**config.mk**
```make
export PLATFORM = sky130hd
export DESIGN_NAME = ppfs_port_pin_function_select
export DESIGN_NICKNAME = d
export VERILOG_FILES = /design/src/ppfs_pkg.sv /design/src/ppfs_port_pin_function_select.sv
export SDC_FILE = /design/constraint.sdc
export NUM_CORES = 1
export LEC_CHECK = 0
export ABC_CLOCK_PERIOD_IN_PS = 1250
export BUFFER_PORTS_ARGS = -buffer_cell sky130_fd_sc_hd__buf_4
export CAP_MARGIN = 15
export CORE_AREA = 2 2 125 127
export CTS_BUF_LIST = sky130_fd_sc_hd__clkbuf_4
export DETAILED_ROUTE_END_ITERATION = 16
export DIE_AREA = 0 0 127 129
export PLACE_DENSITY_LB_ADDON = 0.05
export SETUP_SLACK_MARGIN = 0.5
export SLEW_MARGIN = 20
export SYNTH_ARGS = -nofsm -noshare
export SYNTH_HDL_FRONTEND = slang
export SYNTH_SLANG_ARGS = --single-unit
```
**constraint.sdc**
```tcl
create_clock -name clk_i -period 1.25 [get_ports clk_i]
set_input_delay 0.1875 -clock clk_i [delete_from_list [all_inputs] [get_ports clk_i]]
set_output_delay 0.1875 -clock clk_i [all_outputs]
set_load 0.005 [all_outputs]
```
**src/ppfs_pkg.sv**
```systemverilog
package ppfs_pkg;

  // Pin counts per port section
  localparam int P1_PINS    = 8;
  localparam int P3_PINS    = 5;
  localparam int P4_PINS    = 8;
  localparam int MAP_W      = 5;
  localparam int CHAN_SEL_W = 4;

  // Pin positions inside port one
  localparam int P1_AUXCLK_PIN = 0;
  localparam int P1_CMP_PIN    = 6;
  // Shared serial-clock pin inside port three
  localparam int P3_BCLK_PIN   = 2;

  // Largest legal port-four mapping value
  localparam logic [4:0] MAP_MAX = 5'h1e;

  // Converter channels wired to the reference pins
  localparam logic [3:0] CH_POS_REF = 4'h8;
  localparam logic [3:0] CH_NEG_REF = 4'h9;

  // Reset values of the registered controls
  localparam logic [7:0] SEL_RST = 8'h00;
  localparam logic [7:0] DIR_RST = 8'h00;

  // Per-pin pad drive bundle: output value, output enable, input buffer on
  typedef struct packed {
    logic out;
    logic oe;
    logic ie;
  } ppfs_pad_t;

  // Serial-interface pin request: out value, drive enable, open-drain flag
  typedef struct packed {
    logic out;
    logic oe;
    logic od;
  } ppfs_per_t;

endpackage : ppfs_pkg

```
**src/ppfs_port_pin_function_select.sv**
```systemverilog
// Contract
// - Port one select/direction choose GPIO or timer (aux clock on pin0, comparator on pin6)
// - Port-two pin7 serial function, peripheral sets direction
// - Serial-a clock beats serial-b enable, forces 3-wire
// - Port-three pins 0-4 serial, peripheral sets direction
// - I2C mode drives low only
// - Serial-b clock beats serial-a enable, forces 3-wire
// - Port four mapping at most 30 selects function
// - Some mapped functions set their own direction
// - Port five pins 0/1 analog: buffers off
// - Reference enable chooses output or external input
// - Channels eight/nine connect to reference pins
// - Port five pin2 select: crystal or bypass input
// - Pin3 follows pin2 select; bypass keeps GPIO
module ppfs_port_pin_function_select
(
  // Clock and reset
  input  wire logic                       clk_i,
  input  wire logic                       reset_n_i,
  // Port one controls and timer side
  input  wire logic [7:0]                 port_one_function_select_i,
  input  wire logic [7:0]                 port_one_direction_bit_i,
  input  wire logic [7:0]                 port_one_gpio_out_i,
  input  wire logic [7:0]                 port_one_timer_out_i,
  input  wire logic                       aux_clock_i,
  input  wire logic                       comparator_output_i,
  // Port two pin seven controls
  input  wire logic                       port_two_function_select_i,
  input  wire logic                       port_two_direction_bit_i,
  input  wire logic                       port_two_gpio_out_i,
  // Port three controls
  input  wire logic [4:0]                 port_three_function_select_i,
  input  wire logic [4:0]                 port_three_direction_bit_i,
  input  wire logic [4:0]                 port_three_gpio_out_i,
  // Serial interface requests
  input  wire ppfs_pkg::ppfs_per_t [4:0]  serial_pin_req_i,
  input  wire ppfs_pkg::ppfs_per_t        serial_a_clock_req_i,
  input  wire logic                       serial_four_wire_i,
  // Port four controls and mapped functions
  input  wire logic [7:0]                 port_four_function_select_i,
  input  wire logic [7:0]                 port_four_direction_bit_i,
  input  wire logic [7:0]                 port_four_gpio_out_i,
  input  wire logic [39:0]                port_four_mapping_value_i,
  input  wire logic [7:0]                 mapped_out_i,
  input  wire logic [7:0]                 mapped_dir_own_i,
  input  wire logic [7:0]                 mapped_dir_i,
  // Port five controls
  input  wire logic [3:0]                 port_five_select_i,
  input  wire logic [3:0]                 port_five_direction_bit_i,
  input  wire logic [3:0]                 port_five_gpio_out_i,
  input  wire logic                       reference_output_enable_i,
  input  wire logic                       hf_oscillator_bypass_i,
  input  wire logic [3:0]                 converter_channel_select_i,
  // Pad inputs from pins
  input  wire logic [7:0]                 p1_pad_i,
  input  wire logic                       p2_pad_i,
  input  wire logic [4:0]                 p3_pad_i,
  input  wire logic [7:0]                 p4_pad_i,
  input  wire logic [3:0]                 p5_pad_i,
  // Pad drives
  output ppfs_pkg::ppfs_pad_t [7:0]       p1_pad_o,
  output ppfs_pkg::ppfs_pad_t             p2_pad_o,
  output ppfs_pkg::ppfs_pad_t [4:0]       p3_pad_o,
  output ppfs_pkg::ppfs_pad_t [7:0]       p4_pad_o,
  output ppfs_pkg::ppfs_pad_t [3:0]       p5_pad_o,
  // Peripheral-side inputs and status
  output logic [7:0]                      timer_capture_o,
  output logic [4:0]                      serial_pin_in_o,
  output logic                            serial_a_clock_in_o,
  output logic                            serial_three_wire_o,
  output logic [7:0]                      mapped_in_o,
  output logic [7:0]                      port_one_pin_in_o,
  output logic                            ref_pos_out_en_o,
  output logic                            ext_ref_in_en_o,
  output logic                            chan_to_pos_ref_o,
  output logic                            chan_to_neg_ref_o,
  output logic                            hf_crystal_input_en_o,
  output logic                            hf_bypass_in_en_o,
  output logic                            hf_crystal_output_en_o,
  output logic                            hf_clock_in_o
);

  // Synchronised pad inputs (two stages, second stage alone is read)
  logic [31:0] pad_s1_r;
  logic [31:0] pad_s2_r;
  wire  [31:0] pad_raw = {p5_pad_i, p4_pad_i, p3_pad_i, p2_pad_i, 6'h00, p1_pad_i};
  wire  [7:0]  p1_s    = pad_s2_r[7:0];
  wire         p2_s    = pad_s2_r[14];
  wire  [4:0]  p3_s    = pad_s2_r[19:15];
  wire  [7:0]  p4_s    = pad_s2_r[27:20];
  wire  [3:0]  p5_s    = pad_s2_r[31:28];

  // Pad input synchroniser
  always_ff @(posedge clk_i)
  begin
    pad_s1_r <= pad_raw;
    pad_s2_r <= pad_s1_r;
  end

  // Package pin counts must agree with the fixed port widths
  if (ppfs_pkg::P1_PINS != $bits(port_one_function_select_i) ||
      ppfs_pkg::P3_PINS != $bits(port_three_function_select_i) ||
      ppfs_pkg::P4_PINS != $bits(port_four_function_select_i) ||
      ppfs_pkg::MAP_W * ppfs_pkg::P4_PINS != $bits(port_four_mapping_value_i) ||
      ppfs_pkg::CHAN_SEL_W != $bits(converter_channel_select_i))
  begin : g_size_chk
    $error("package pin counts do not match the port widths");
  end

  // Legal mapping value of a port-four pin
  function automatic logic map_ok(input logic [4:0] v);
    map_ok = (v <= ppfs_pkg::MAP_MAX);
  endfunction : map_ok

  // Open-drain conversion for a serial request
  function automatic ppfs_pkg::ppfs_pad_t per_pad(input ppfs_pkg::ppfs_per_t r);
    per_pad.ie  = 1'b1;
    per_pad.out = r.od ? 1'b0 : r.out;
    per_pad.oe  = r.od ? (r.oe & ~r.out) : r.oe;
  endfunction : per_pad

  // Port one pad decode
  ppfs_pkg::ppfs_pad_t [7:0] p1_nxt;
  logic [7:0]                p1_val;
  generate
    for (genvar i = 0; i < ppfs_pkg::P1_PINS; i++)
    begin : g_p1
      assign p1_val[i] = !port_one_function_select_i[i] ? port_one_gpio_out_i[i] :
                         (i == ppfs_pkg::P1_AUXCLK_PIN) ? aux_clock_i :
                         (i == ppfs_pkg::P1_CMP_PIN) ? comparator_output_i :
                         port_one_timer_out_i[i];
      assign p1_nxt[i] = '{out: p1_val[i], oe: port_one_direction_bit_i[i], ie: 1'b1};
    end
  endgenerate

  // Shared serial pins with priority of clock over slave enable
  wire three_wire_nxt = serial_four_wire_i &
                        (port_two_function_select_i | port_three_function_select_i[2]);
  ppfs_pkg::ppfs_pad_t p2_nxt;
  ppfs_pkg::ppfs_pad_t p2_gpio;
  assign p2_gpio = '{out: port_two_gpio_out_i, oe: port_two_direction_bit_i, ie: 1'b1};
  assign p2_nxt  = port_two_function_select_i ? per_pad(serial_a_clock_req_i) :
                   p2_gpio;

  // Port three pad decode
  ppfs_pkg::ppfs_pad_t [4:0] p3_nxt;
  generate
    for (genvar i = 0; i < ppfs_pkg::P3_PINS; i++)
    begin : g_p3
      ppfs_pkg::ppfs_pad_t gpio_pad;
      assign gpio_pad  = '{out: port_three_gpio_out_i[i], oe: port_three_direction_bit_i[i],
                           ie: 1'b1};
      assign p3_nxt[i] = port_three_function_select_i[i] ? per_pad(serial_pin_req_i[i]) :
                         gpio_pad;
    end
  endgenerate

  // Port four pad decode
  ppfs_pkg::ppfs_pad_t [7:0] p4_nxt;
  logic [7:0]                p4_alt;
  generate
    for (genvar i = 0; i < ppfs_pkg::P4_PINS; i++)
    begin : g_p4
      wire [ppfs_pkg::MAP_W-1:0] map_v;
      assign map_v     = port_four_mapping_value_i[i*ppfs_pkg::MAP_W +: ppfs_pkg::MAP_W];
      assign p4_alt[i] = port_four_function_select_i[i] & map_ok(map_v);
      assign p4_nxt[i].out = p4_alt[i] ? mapped_out_i[i] : port_four_gpio_out_i[i];
      assign p4_nxt[i].oe  = (p4_alt[i] & mapped_dir_own_i[i]) ? mapped_dir_i[i] :
                             port_four_direction_bit_i[i];
      assign p4_nxt[i].ie  = 1'b1;
    end
  endgenerate

  // Port five pad decode
  ppfs_pkg::ppfs_pad_t [3:0] p5_nxt;
  wire p52_sel = port_five_select_i[2];
  wire xtal    = p52_sel & ~hf_oscillator_bypass_i;

  // GPIO view of each port-five pin, and a pad with both buffers off
  localparam ppfs_pkg::ppfs_pad_t PAD_OFF = '{out: 1'b0, oe: 1'b0, ie: 1'b0};
  ppfs_pkg::ppfs_pad_t [3:0] p5_gpio;
  ppfs_pkg::ppfs_pad_t       p5_osc;
  generate
    for (genvar i = 0; i < $bits(port_five_select_i); i++)
    begin : g_p5g
      assign p5_gpio[i] = '{out: port_five_gpio_out_i[i], oe: port_five_direction_bit_i[i],
                            ie: 1'b1};
    end
    for (genvar i = 0; i < 2; i++)
    begin : g_p5a
      assign p5_nxt[i] = port_five_select_i[i] ? PAD_OFF : p5_gpio[i];
    end
  endgenerate

  // Oscillator pin pair: input buffer only in bypass mode
  assign p5_osc    = '{out: 1'b0, oe: 1'b0, ie: hf_oscillator_bypass_i};
  assign p5_nxt[2] = p52_sel ? p5_osc : p5_gpio[2];
  assign p5_nxt[3] = xtal ? PAD_OFF : p5_gpio[3];

  // Analog and oscillator steering
  wire any_ref   = port_five_select_i[0];
  wire refo_nxt  = any_ref & reference_output_enable_i;
  wire eref_nxt  = any_ref & ~reference_output_enable_i;
  wire ch8_nxt   = port_five_select_i[0] & (converter_channel_select_i == ppfs_pkg::CH_POS_REF);
  wire ch9_nxt   = port_five_select_i[1] & (converter_channel_select_i == ppfs_pkg::CH_NEG_REF);

  // Peripheral-side inputs gated by their selects; port-one GPIO readback never masked
  logic [7:0] cap_nxt;
  logic [7:0] min_nxt;
  generate
    for (genvar i = 0; i < ppfs_pkg::P1_PINS; i++)
    begin : g_in
      assign cap_nxt[i] = port_one_function_select_i[i] & ~port_one_direction_bit_i[i] & p1_s[i];
      assign min_nxt[i] = p4_alt[i] & p4_s[i];
    end
  endgenerate

  // Output registers; selects and directions act one edge later
  always_ff @(posedge clk_i)
  begin
    if (!reset_n_i)
    begin
      p1_pad_o               <= '{default: '0};
      p2_pad_o               <= '0;
      p3_pad_o               <= '{default: '0};
      p4_pad_o               <= '{default: '0};
      p5_pad_o               <= '{default: '0};
      timer_capture_o        <= ppfs_pkg::SEL_RST;
      serial_pin_in_o        <= '0;
      serial_a_clock_in_o    <= 1'b0;
      serial_three_wire_o    <= 1'b0;
      mapped_in_o            <= ppfs_pkg::SEL_RST;
      port_one_pin_in_o      <= ppfs_pkg::DIR_RST;
      ref_pos_out_en_o       <= 1'b0;
      ext_ref_in_en_o        <= 1'b0;
      chan_to_pos_ref_o      <= 1'b0;
      chan_to_neg_ref_o      <= 1'b0;
      hf_crystal_input_en_o  <= 1'b0;
      hf_bypass_in_en_o      <= 1'b0;
      hf_crystal_output_en_o <= 1'b0;
      hf_clock_in_o          <= 1'b0;
    end
    else
    begin
      p1_pad_o               <= p1_nxt;
      p2_pad_o               <= p2_nxt;
      p3_pad_o               <= p3_nxt;
      p4_pad_o               <= p4_nxt;
      p5_pad_o               <= p5_nxt;
      timer_capture_o        <= cap_nxt;
      serial_pin_in_o        <= p3_s & port_three_function_select_i;
      serial_a_clock_in_o    <= p2_s & port_two_function_select_i;
      serial_three_wire_o    <= three_wire_nxt;
      mapped_in_o            <= min_nxt;
      port_one_pin_in_o      <= p1_s;
      ref_pos_out_en_o       <= refo_nxt;
      ext_ref_in_en_o        <= eref_nxt;
      chan_to_pos_ref_o      <= ch8_nxt;
      chan_to_neg_ref_o      <= ch9_nxt;
      hf_crystal_input_en_o  <= xtal;
      hf_bypass_in_en_o      <= p52_sel & hf_oscillator_bypass_i;
      hf_crystal_output_en_o <= xtal;
      hf_clock_in_o          <= p52_sel & hf_oscillator_bypass_i & p5_s[2];
    end
  end

  // Checks
  property p_reset_clear;
    @(posedge clk_i) !reset_n_i |=> (p1_pad_o[0].oe == 1'b0 && p5_pad_o[0].ie == 1'b0);
  endproperty
  a_reset_clear: assert property (p_reset_clear) else $error("pads not cleared at reset");

  property p_p1_dir;
    @(posedge clk_i) disable iff (!reset_n_i)
      1'b1 |=> p1_pad_o[1].oe == $past(port_one_direction_bit_i[1]);
  endproperty
  a_p1_dir: assert property (p_p1_dir) else $error("port one direction wrong");

  property p_p2_dir;
    @(posedge clk_i) disable iff (!reset_n_i)
      port_two_function_select_i && !serial_a_clock_req_i.od |=>
      p2_pad_o.oe == $past(serial_a_clock_req_i.oe);
  endproperty
  a_p2_dir: assert property (p_p2_dir) else $error("shared pin direction wrong");

  property p_three_wire;
    @(posedge clk_i) disable iff (!reset_n_i)
      serial_four_wire_i && port_two_function_select_i |=> serial_three_wire_o;
  endproperty
  a_three_wire: assert property (p_three_wire) else $error("not forced to three wire");

  property p_od;
    @(posedge clk_i) disable iff (!reset_n_i)
      port_three_function_select_i[0] && serial_pin_req_i[0].od |=> p3_pad_o[0].out == 1'b0;
  endproperty
  a_od: assert property (p_od) else $error("open-drain drove high");

  property p_map;
    @(posedge clk_i) disable iff (!reset_n_i)
      port_four_mapping_value_i[ppfs_pkg::MAP_W +: ppfs_pkg::MAP_W] > ppfs_pkg::MAP_MAX |=>
      p4_pad_o[1].out == $past(port_four_gpio_out_i[1]) &&
      p4_pad_o[1].oe == $past(port_four_direction_bit_i[1]);
  endproperty
  a_map: assert property (p_map) else $error("illegal mapping used");

  property p_analog;
    @(posedge clk_i) disable iff (!reset_n_i)
      port_five_select_i[1] |=> !p5_pad_o[1].oe && !p5_pad_o[1].ie;
  endproperty
  a_analog: assert property (p_analog) else $error("analog pin buffers on");

  property p_xtal;
    @(posedge clk_i) disable iff (!reset_n_i)
      port_five_select_i[2] && hf_oscillator_bypass_i |=>
      !hf_crystal_output_en_o && p5_pad_o[3].oe == $past(port_five_direction_bit_i[3]);
  endproperty
  a_xtal: assert property (p_xtal) else $error("bypass pin three not GPIO");

endmodule : ppfs_port_pin_function_select

```
==> results of run 1 <==
[timing repair]
action / 4_1_cts / 5_1_grt
pin swaps: 0 / 7
gates resized for setup: 119 / 82
buffers inserted: 0 / 0
endpoints found under the setup margin: 117 / 133
cloned: 0 / 0
hold endpoints to repair: 109 / 12
hold buffers: 161 / 3
[layer usage]
layer | GRT usage | up-vias
li1 | - | 2167
met1 | 0.160 | 2011
met2 | 0.343 | 201
met3 | 0.0723 | 41
met4 | 0.0944 | 0
met5 | 0 | -
[final timing paths]
kind	slack, ns	to	cells past startpoint	startpoint
max	-0.04	p1_pad_o[18]	1	p1_pad_o[0]
min	-0.03	p4_pad_o[19]	3	port_four_mapping_value_i[30]
min reg2reg	0.33	pad_s2_r[17]	0	pad_s1_r[17]
max reg2reg	0.52	timer_capture_o[1]	2	pad_s2_r[1]
[power by group]
group	internal [uW]	switching, uW
clock	1170	1550
combinational	1220	505
sequential	4790	98.9
[kinds of logic (layout without fill, tap and decap cells)]
family	Yosys count	in the layout	share of synthesized area
AO/OA/AOI/OAI	31	31	0.0487
buffers and inverters	34	514	0.0576
flip-flops	142	142	0.651
multiplexers	24	24	0.0550
other	0	1	0
AND/OR/NAND/NOR	145	145	0.187
[through the flow]
step | setup WS, ns | cells | setup TNS [ns] | instance area (sq um) | hold slack, ns
finish | -0.0427 | 1045 | -0.640 | 9260 | -0.0252
global placement | 0.162 | 851 | 0 | 6860 | 0.293
floorplan | 0.500 | 376 | 0 | 4450 | 0.215
detailed placement | 0.129 | 851 | 0 | 6860 | 0.293
CTS | -0.124 | 1044 | -2.24 | 9030 | -0.0802
global route | -0.174 | 1045 | -3.25 | 9260 | -0.0859
[registers in the layout, indices dropped and copies added (netlist names), 3 cells and up]
signal / count
pad_s1_r: 23
pad_s2_r: 23
p1_pad_o: 17
p4_pad_o: 16
p5_pad_o: 12
p3_pad_o: 10
mapped_in_o: 8
port_one_pin_in_o: 8
timer_capture_o: 8
serial_pin_in_o: 5
p2_pad_o: 3
[layout make-up]
class | count | area, sq um
fill | 1198 | 5720
timing repair buffer | 479 | 4390
sequential | 142 | 2960
multi-input combinational | 200 | 1400
tap | 188 | 235
clock buffer | 18 | 135
clock inverter | 14 | 126
inverter | 3 | 11.3
antenna | 1 | 2.50
[cell usage in the layout (no fill, tap or decap), drive strengths merged]
| cell type | n |
|---|---|
| and2b | 2 |
| and3 | 17 |
| and4 | 8 |
| dfxtp | 142 |
| nand3b | 4 |
| mux2i | 24 |
| and3b | 10 |
| dlymetal6s4s | 3 |
| o211a | 1 |
| clkinvlp | 4 |
| nand3 | 7 |
| dlygate4sd3 | 158 |
| o22ai | 2 |
| and2 | 25 |
| clkbuf | 18 |
| clkinv | 8 |
| nor3 | 1 |
| bufinv | 2 |
| nand2 | 50 |
| nand2b | 10 |
| a21oi | 8 |
| buf | 318 |
| nor2b | 8 |
| inv | 3 |
| nor2 | 3 |
| a21boi | 20 |
| diode | 1 |
==> flow_metrics.tcl, run 1 <==
set metrics [dict create \
    outcome "finished, violations left" \
    violations "hold timing, setup timing" \
    hold_path_class "input pin to flip-flop" \
    cp_num_buf_inv 1 \
    yosysUniqueCellTypes 24 \
    postLayoutCoreUtil 0.618 \
    end_kind "output port" \
    ioPinCount 322 \
    routed_wl_microns 15100 \
    path_cells "buf_4" \
    synth_top_area_cell "dfxtp_1" \
    drc 0 \
    syn_area_per_cell_sq_um 11.6 \
    port_buffers 315 \
    slew_viol_final 0 \
    period_share 1.03 \
    critPathRequiredTime_ns 1.06 \
    netlist_instances 376 \
    syn-num-nets 581 \
    startpoint_type "flip-flop" \
    worstSkewPairLatency_ns 0.52 \
    core_sq_um 15000 \
    start_util 0.291 \
    p_leak_uw 0.00442 \
    ys_seq_elements 142 \
    fmax_ghz 0.774 \
    cp_top_family "flip-flops" \
    ir_drop_mv 0.762 \
    cts_buffer_depth 2 \
    seq_area_frac_synth 0.651 \
    drtPass1Iterations 4 \
    rows 45 \
    clk_pin_slew_ns 0.11 \
    tightest_slew_ns 0.360 \
    critical_path_class "flip-flop to output port" \
    area_growth_pct 112 \
    overflow 0 \
    numCtsBuffers 17 \
    antenna_found_initial 1 \
    ys_warn_count 0 \
    whs_ns -0.0252 \
    fin_ws_ns -0.0427 \
    max-slew-margin-rel 0.760 \
    synth-edff-count 0 \
    ys.flop_type "dfxtp_1" \
    h-tree-depth 4 \
    synth_top_area_share 0.651 \
    synth_common_cells "142 x dfxtp_1, 50 x nand2_1, 25 x and2_1, 24 x buf_4, 24 x mux2i_1" \
    worstPathMaxFanout 16 \
    top_layer "met4" \
    slowest_delay_ns 0.45 \
    wire_per_inst_microns 14.4 \
    gp_congestion 0.811 \
    die_y_microns 129 \
    grt_use_total 0.179 \
    dieArea_sq_um 16400 \
    vias 4420 \
    nNetsFinal 1048 \
    synth_most_common_cell "dfxtp_1" \
    async_flop_share 0 \
    cts-root-buf "clkbuf_4" \
    drtIter0Drc 106 \
    grt_pass1_wl_microns 22400 \
    min_period_ns 1.29 \
    met2RoutedLength_microns 8250 \
    grt_start_max_net_pins 40 \
    die_width_microns 127 \
    wl_met3_microns 1230 \
    setup_violations 16 \
    grt_pass1_vias 4662 \
    critPathSlowestCell "dfxtp_4" \
    dp_hpwl_microns 10200 \
    total_power_uw 9330 \
    power.density_nw_per_um2 1010 \
    antenna_left 0 \
    clock_skew_ns 0.0134 \
    synthesis.area_sq_um 4360 \
    rsz0062_at_grt "true" \
    drt-met1-wl_microns 5020 \
    drive_gt1_frac 0.547 \
    drv_cap 0 \
    worst_ep_arrival_time_ns 1.11 \
    synthTopCellsByArea "dfxtp_1 65%, mux2i_1 5.5%, nand2_1 4.3%" \
    vias_per_cell 4.23 \
    cts_tree "built" \
    hold_viol 2 \
    cts.sinks 142 \
]
(Power assumes the default switching activity.)
==> run 2: changes to the inputs <==
- HOLD_SLACK_MARGIN: default -> 0.03
==> flow_metrics.tcl, run 2 (synthesized netlist as in run 1, its figures left out) <==
set metrics [dict create \
    outcome "finished, violations left" \
    violations "hold timing, setup timing" \
    hold_path_class "input pin to flip-flop" \
    cts-root-buf "clkbuf_4" \
    setup_violations 16 \
    numCtsBuffers 17 \
    grt_pass1_vias 4661 \
    fillers 1198 \
    whs_ns -0.0254 \
    drtPass1Iterations 4 \
    worst_ep_arrival_time_ns 1.11 \
    grt_start_max_net_pins 40 \
    tightest_slew_ns 0.370 \
    ir_drop_mv 0.761 \
    vias_per_cell 4.23 \
    period_share 1.03 \
    rows 45 \
    antenna_found_initial 1 \
    fmax_ghz 0.773 \
    routed_wl_microns 15100 \
    p_leak_uw 0.00443 \
    critical_path_class "flip-flop to output port" \
    path_cells "buf_4" \
    slew_viol_final 0 \
    drv_cap 0 \
    max-slew-margin-rel 0.753 \
    port_buffers 315 \
    end_kind "output port" \
    nNetsFinal 1049 \
    dieArea_sq_um 16400 \
    postLayoutCoreUtil 0.619 \
    ioPinCount 322 \
    rsz0062_at_grt "true" \
    start_util 0.291 \
    drive_gt1_frac 0.546 \
    drc 0 \
    die_y_microns 129 \
    worstSkewPairLatency_ns 0.52 \
    cp_top_family "flip-flops" \
    critPathRequiredTime_ns 1.06 \
    grt_use_total 0.178 \
    gp_congestion 0.811 \
    power.density_nw_per_um2 1010 \
    antenna_left 0 \
    slowest_delay_ns 0.45 \
    cts.sinks 142 \
    core_sq_um 15000 \
    mostFrequentLayoutCells "220 x buf_4, 159 x dlygate4sd3_1, 96 x buf_6, 90 x dfxtp_2" \
    hold_viol 2 \
    grt_pass1_wl_microns 22300 \
    overflow 0 \
    worstPathMaxFanout 16 \
    min_period_ns 1.29 \
    mostFrequentLayoutCell "buf_4" \
    startpoint_type "flip-flop" \
    area_growth_pct 112 \
    clock_skew_ns 0.0132 \
    critPathSlowestCell "dfxtp_4" \
    wire_per_inst_microns 14.4 \
    cts_buffer_depth 2 \
    cp_num_buf_inv 1 \
    die_width_microns 127 \
    fin_ws_ns -0.0432 \
    cts_tree "built" \
    drtIter0Drc 105 \
    vias 4427 \
    reg_top3 "pad_s1_r x23, pad_s2_r x23, p1_pad_o x17" \
    h-tree-depth 4 \
    clk_pin_slew_ns 0.11 \
    dp_hpwl_microns 10200 \
]
run 2: changes by cell type in the layout (fill, tap and decap cells not counted), sizes merged:
cell	delta
dlygate4sd3	+1
run 2: worst paths after layout:
check / start / cells past startpoint / slack [ns] / end
setup / recovery: p1_pad_o[0] / 1 / -0.04 / p1_pad_o[18]
setup reg to reg: pad_s2_r[1] / 2 / 0.52 / timer_capture_o[1]
hold reg to reg: pad_s1_r[17] / 0 / 0.33 / pad_s2_r[17]
hold / removal: port_four_mapping_value_i[30] / 3 / -0.03 / p4_pad_o[19]
run 2: through the flow:
step                TNS, ns  cell area [sq um]  power, uW  instances  worst slack [ns]
floorplan                 0               4450       5280        376             0.500
global placement          0               6860       6100        851             0.162
detailed placement        0               6860       6120        851             0.129
CTS                   -2.24               9040       9400       1045            -0.124
global route          -3.25               9270       9860       1046            -0.174
finish               -0.647               9270       9330       1046           -0.0432
run 2: cell type report:
type,instances,area (sq um),share of cell area
Antenna cell,1,2.50,0.000270
Inverter,3,11.3,0.00121
Timing Repair Buffer,480,4400,0.475
Multi-Input combinational cell,200,1400,0.150
Clock inverter,14,126,0.0136
Sequential cell,142,2960,0.320
Clock buffer,18,135,0.0146
Tap cell,188,235,0.0254
run 2: routing by layer:
layer	track usage	share of wire	vias up
li1	-	-	2169
met4	0.0944	0.038	0
met3	0.0723	0.081	41
met2	0.342	0.55	203
met1	0.160	0.33	2014
met5	0	0	-
run 2: report_power, final:
group / total, uW / internal, uW / switching (uW)
Combinational: 1730 / 1220 / 506
Clock: 2720 / 1170 / 1550
Sequential: 4890 / 4790 / 98.9
Total: 9330 / 7180 / 2150
run 2: what timing repair did:
item | 4_1_cts | 5_1_grt
gates resized for setup | 119 | 82
hold buffers | 162 | 3
pin swaps | 0 | 7
buffers inserted | 0 | 0
endpoints found under the hold margin | 109 | 12
setup endpoints to repair | 117 | 133
run 2: worst min-delay path: cells and delay by family:
kind / cells / cell delay, ns
mux: 1 / 0.11
buf+inv: 1 / 0.09
compound gates: 1 / 0.07
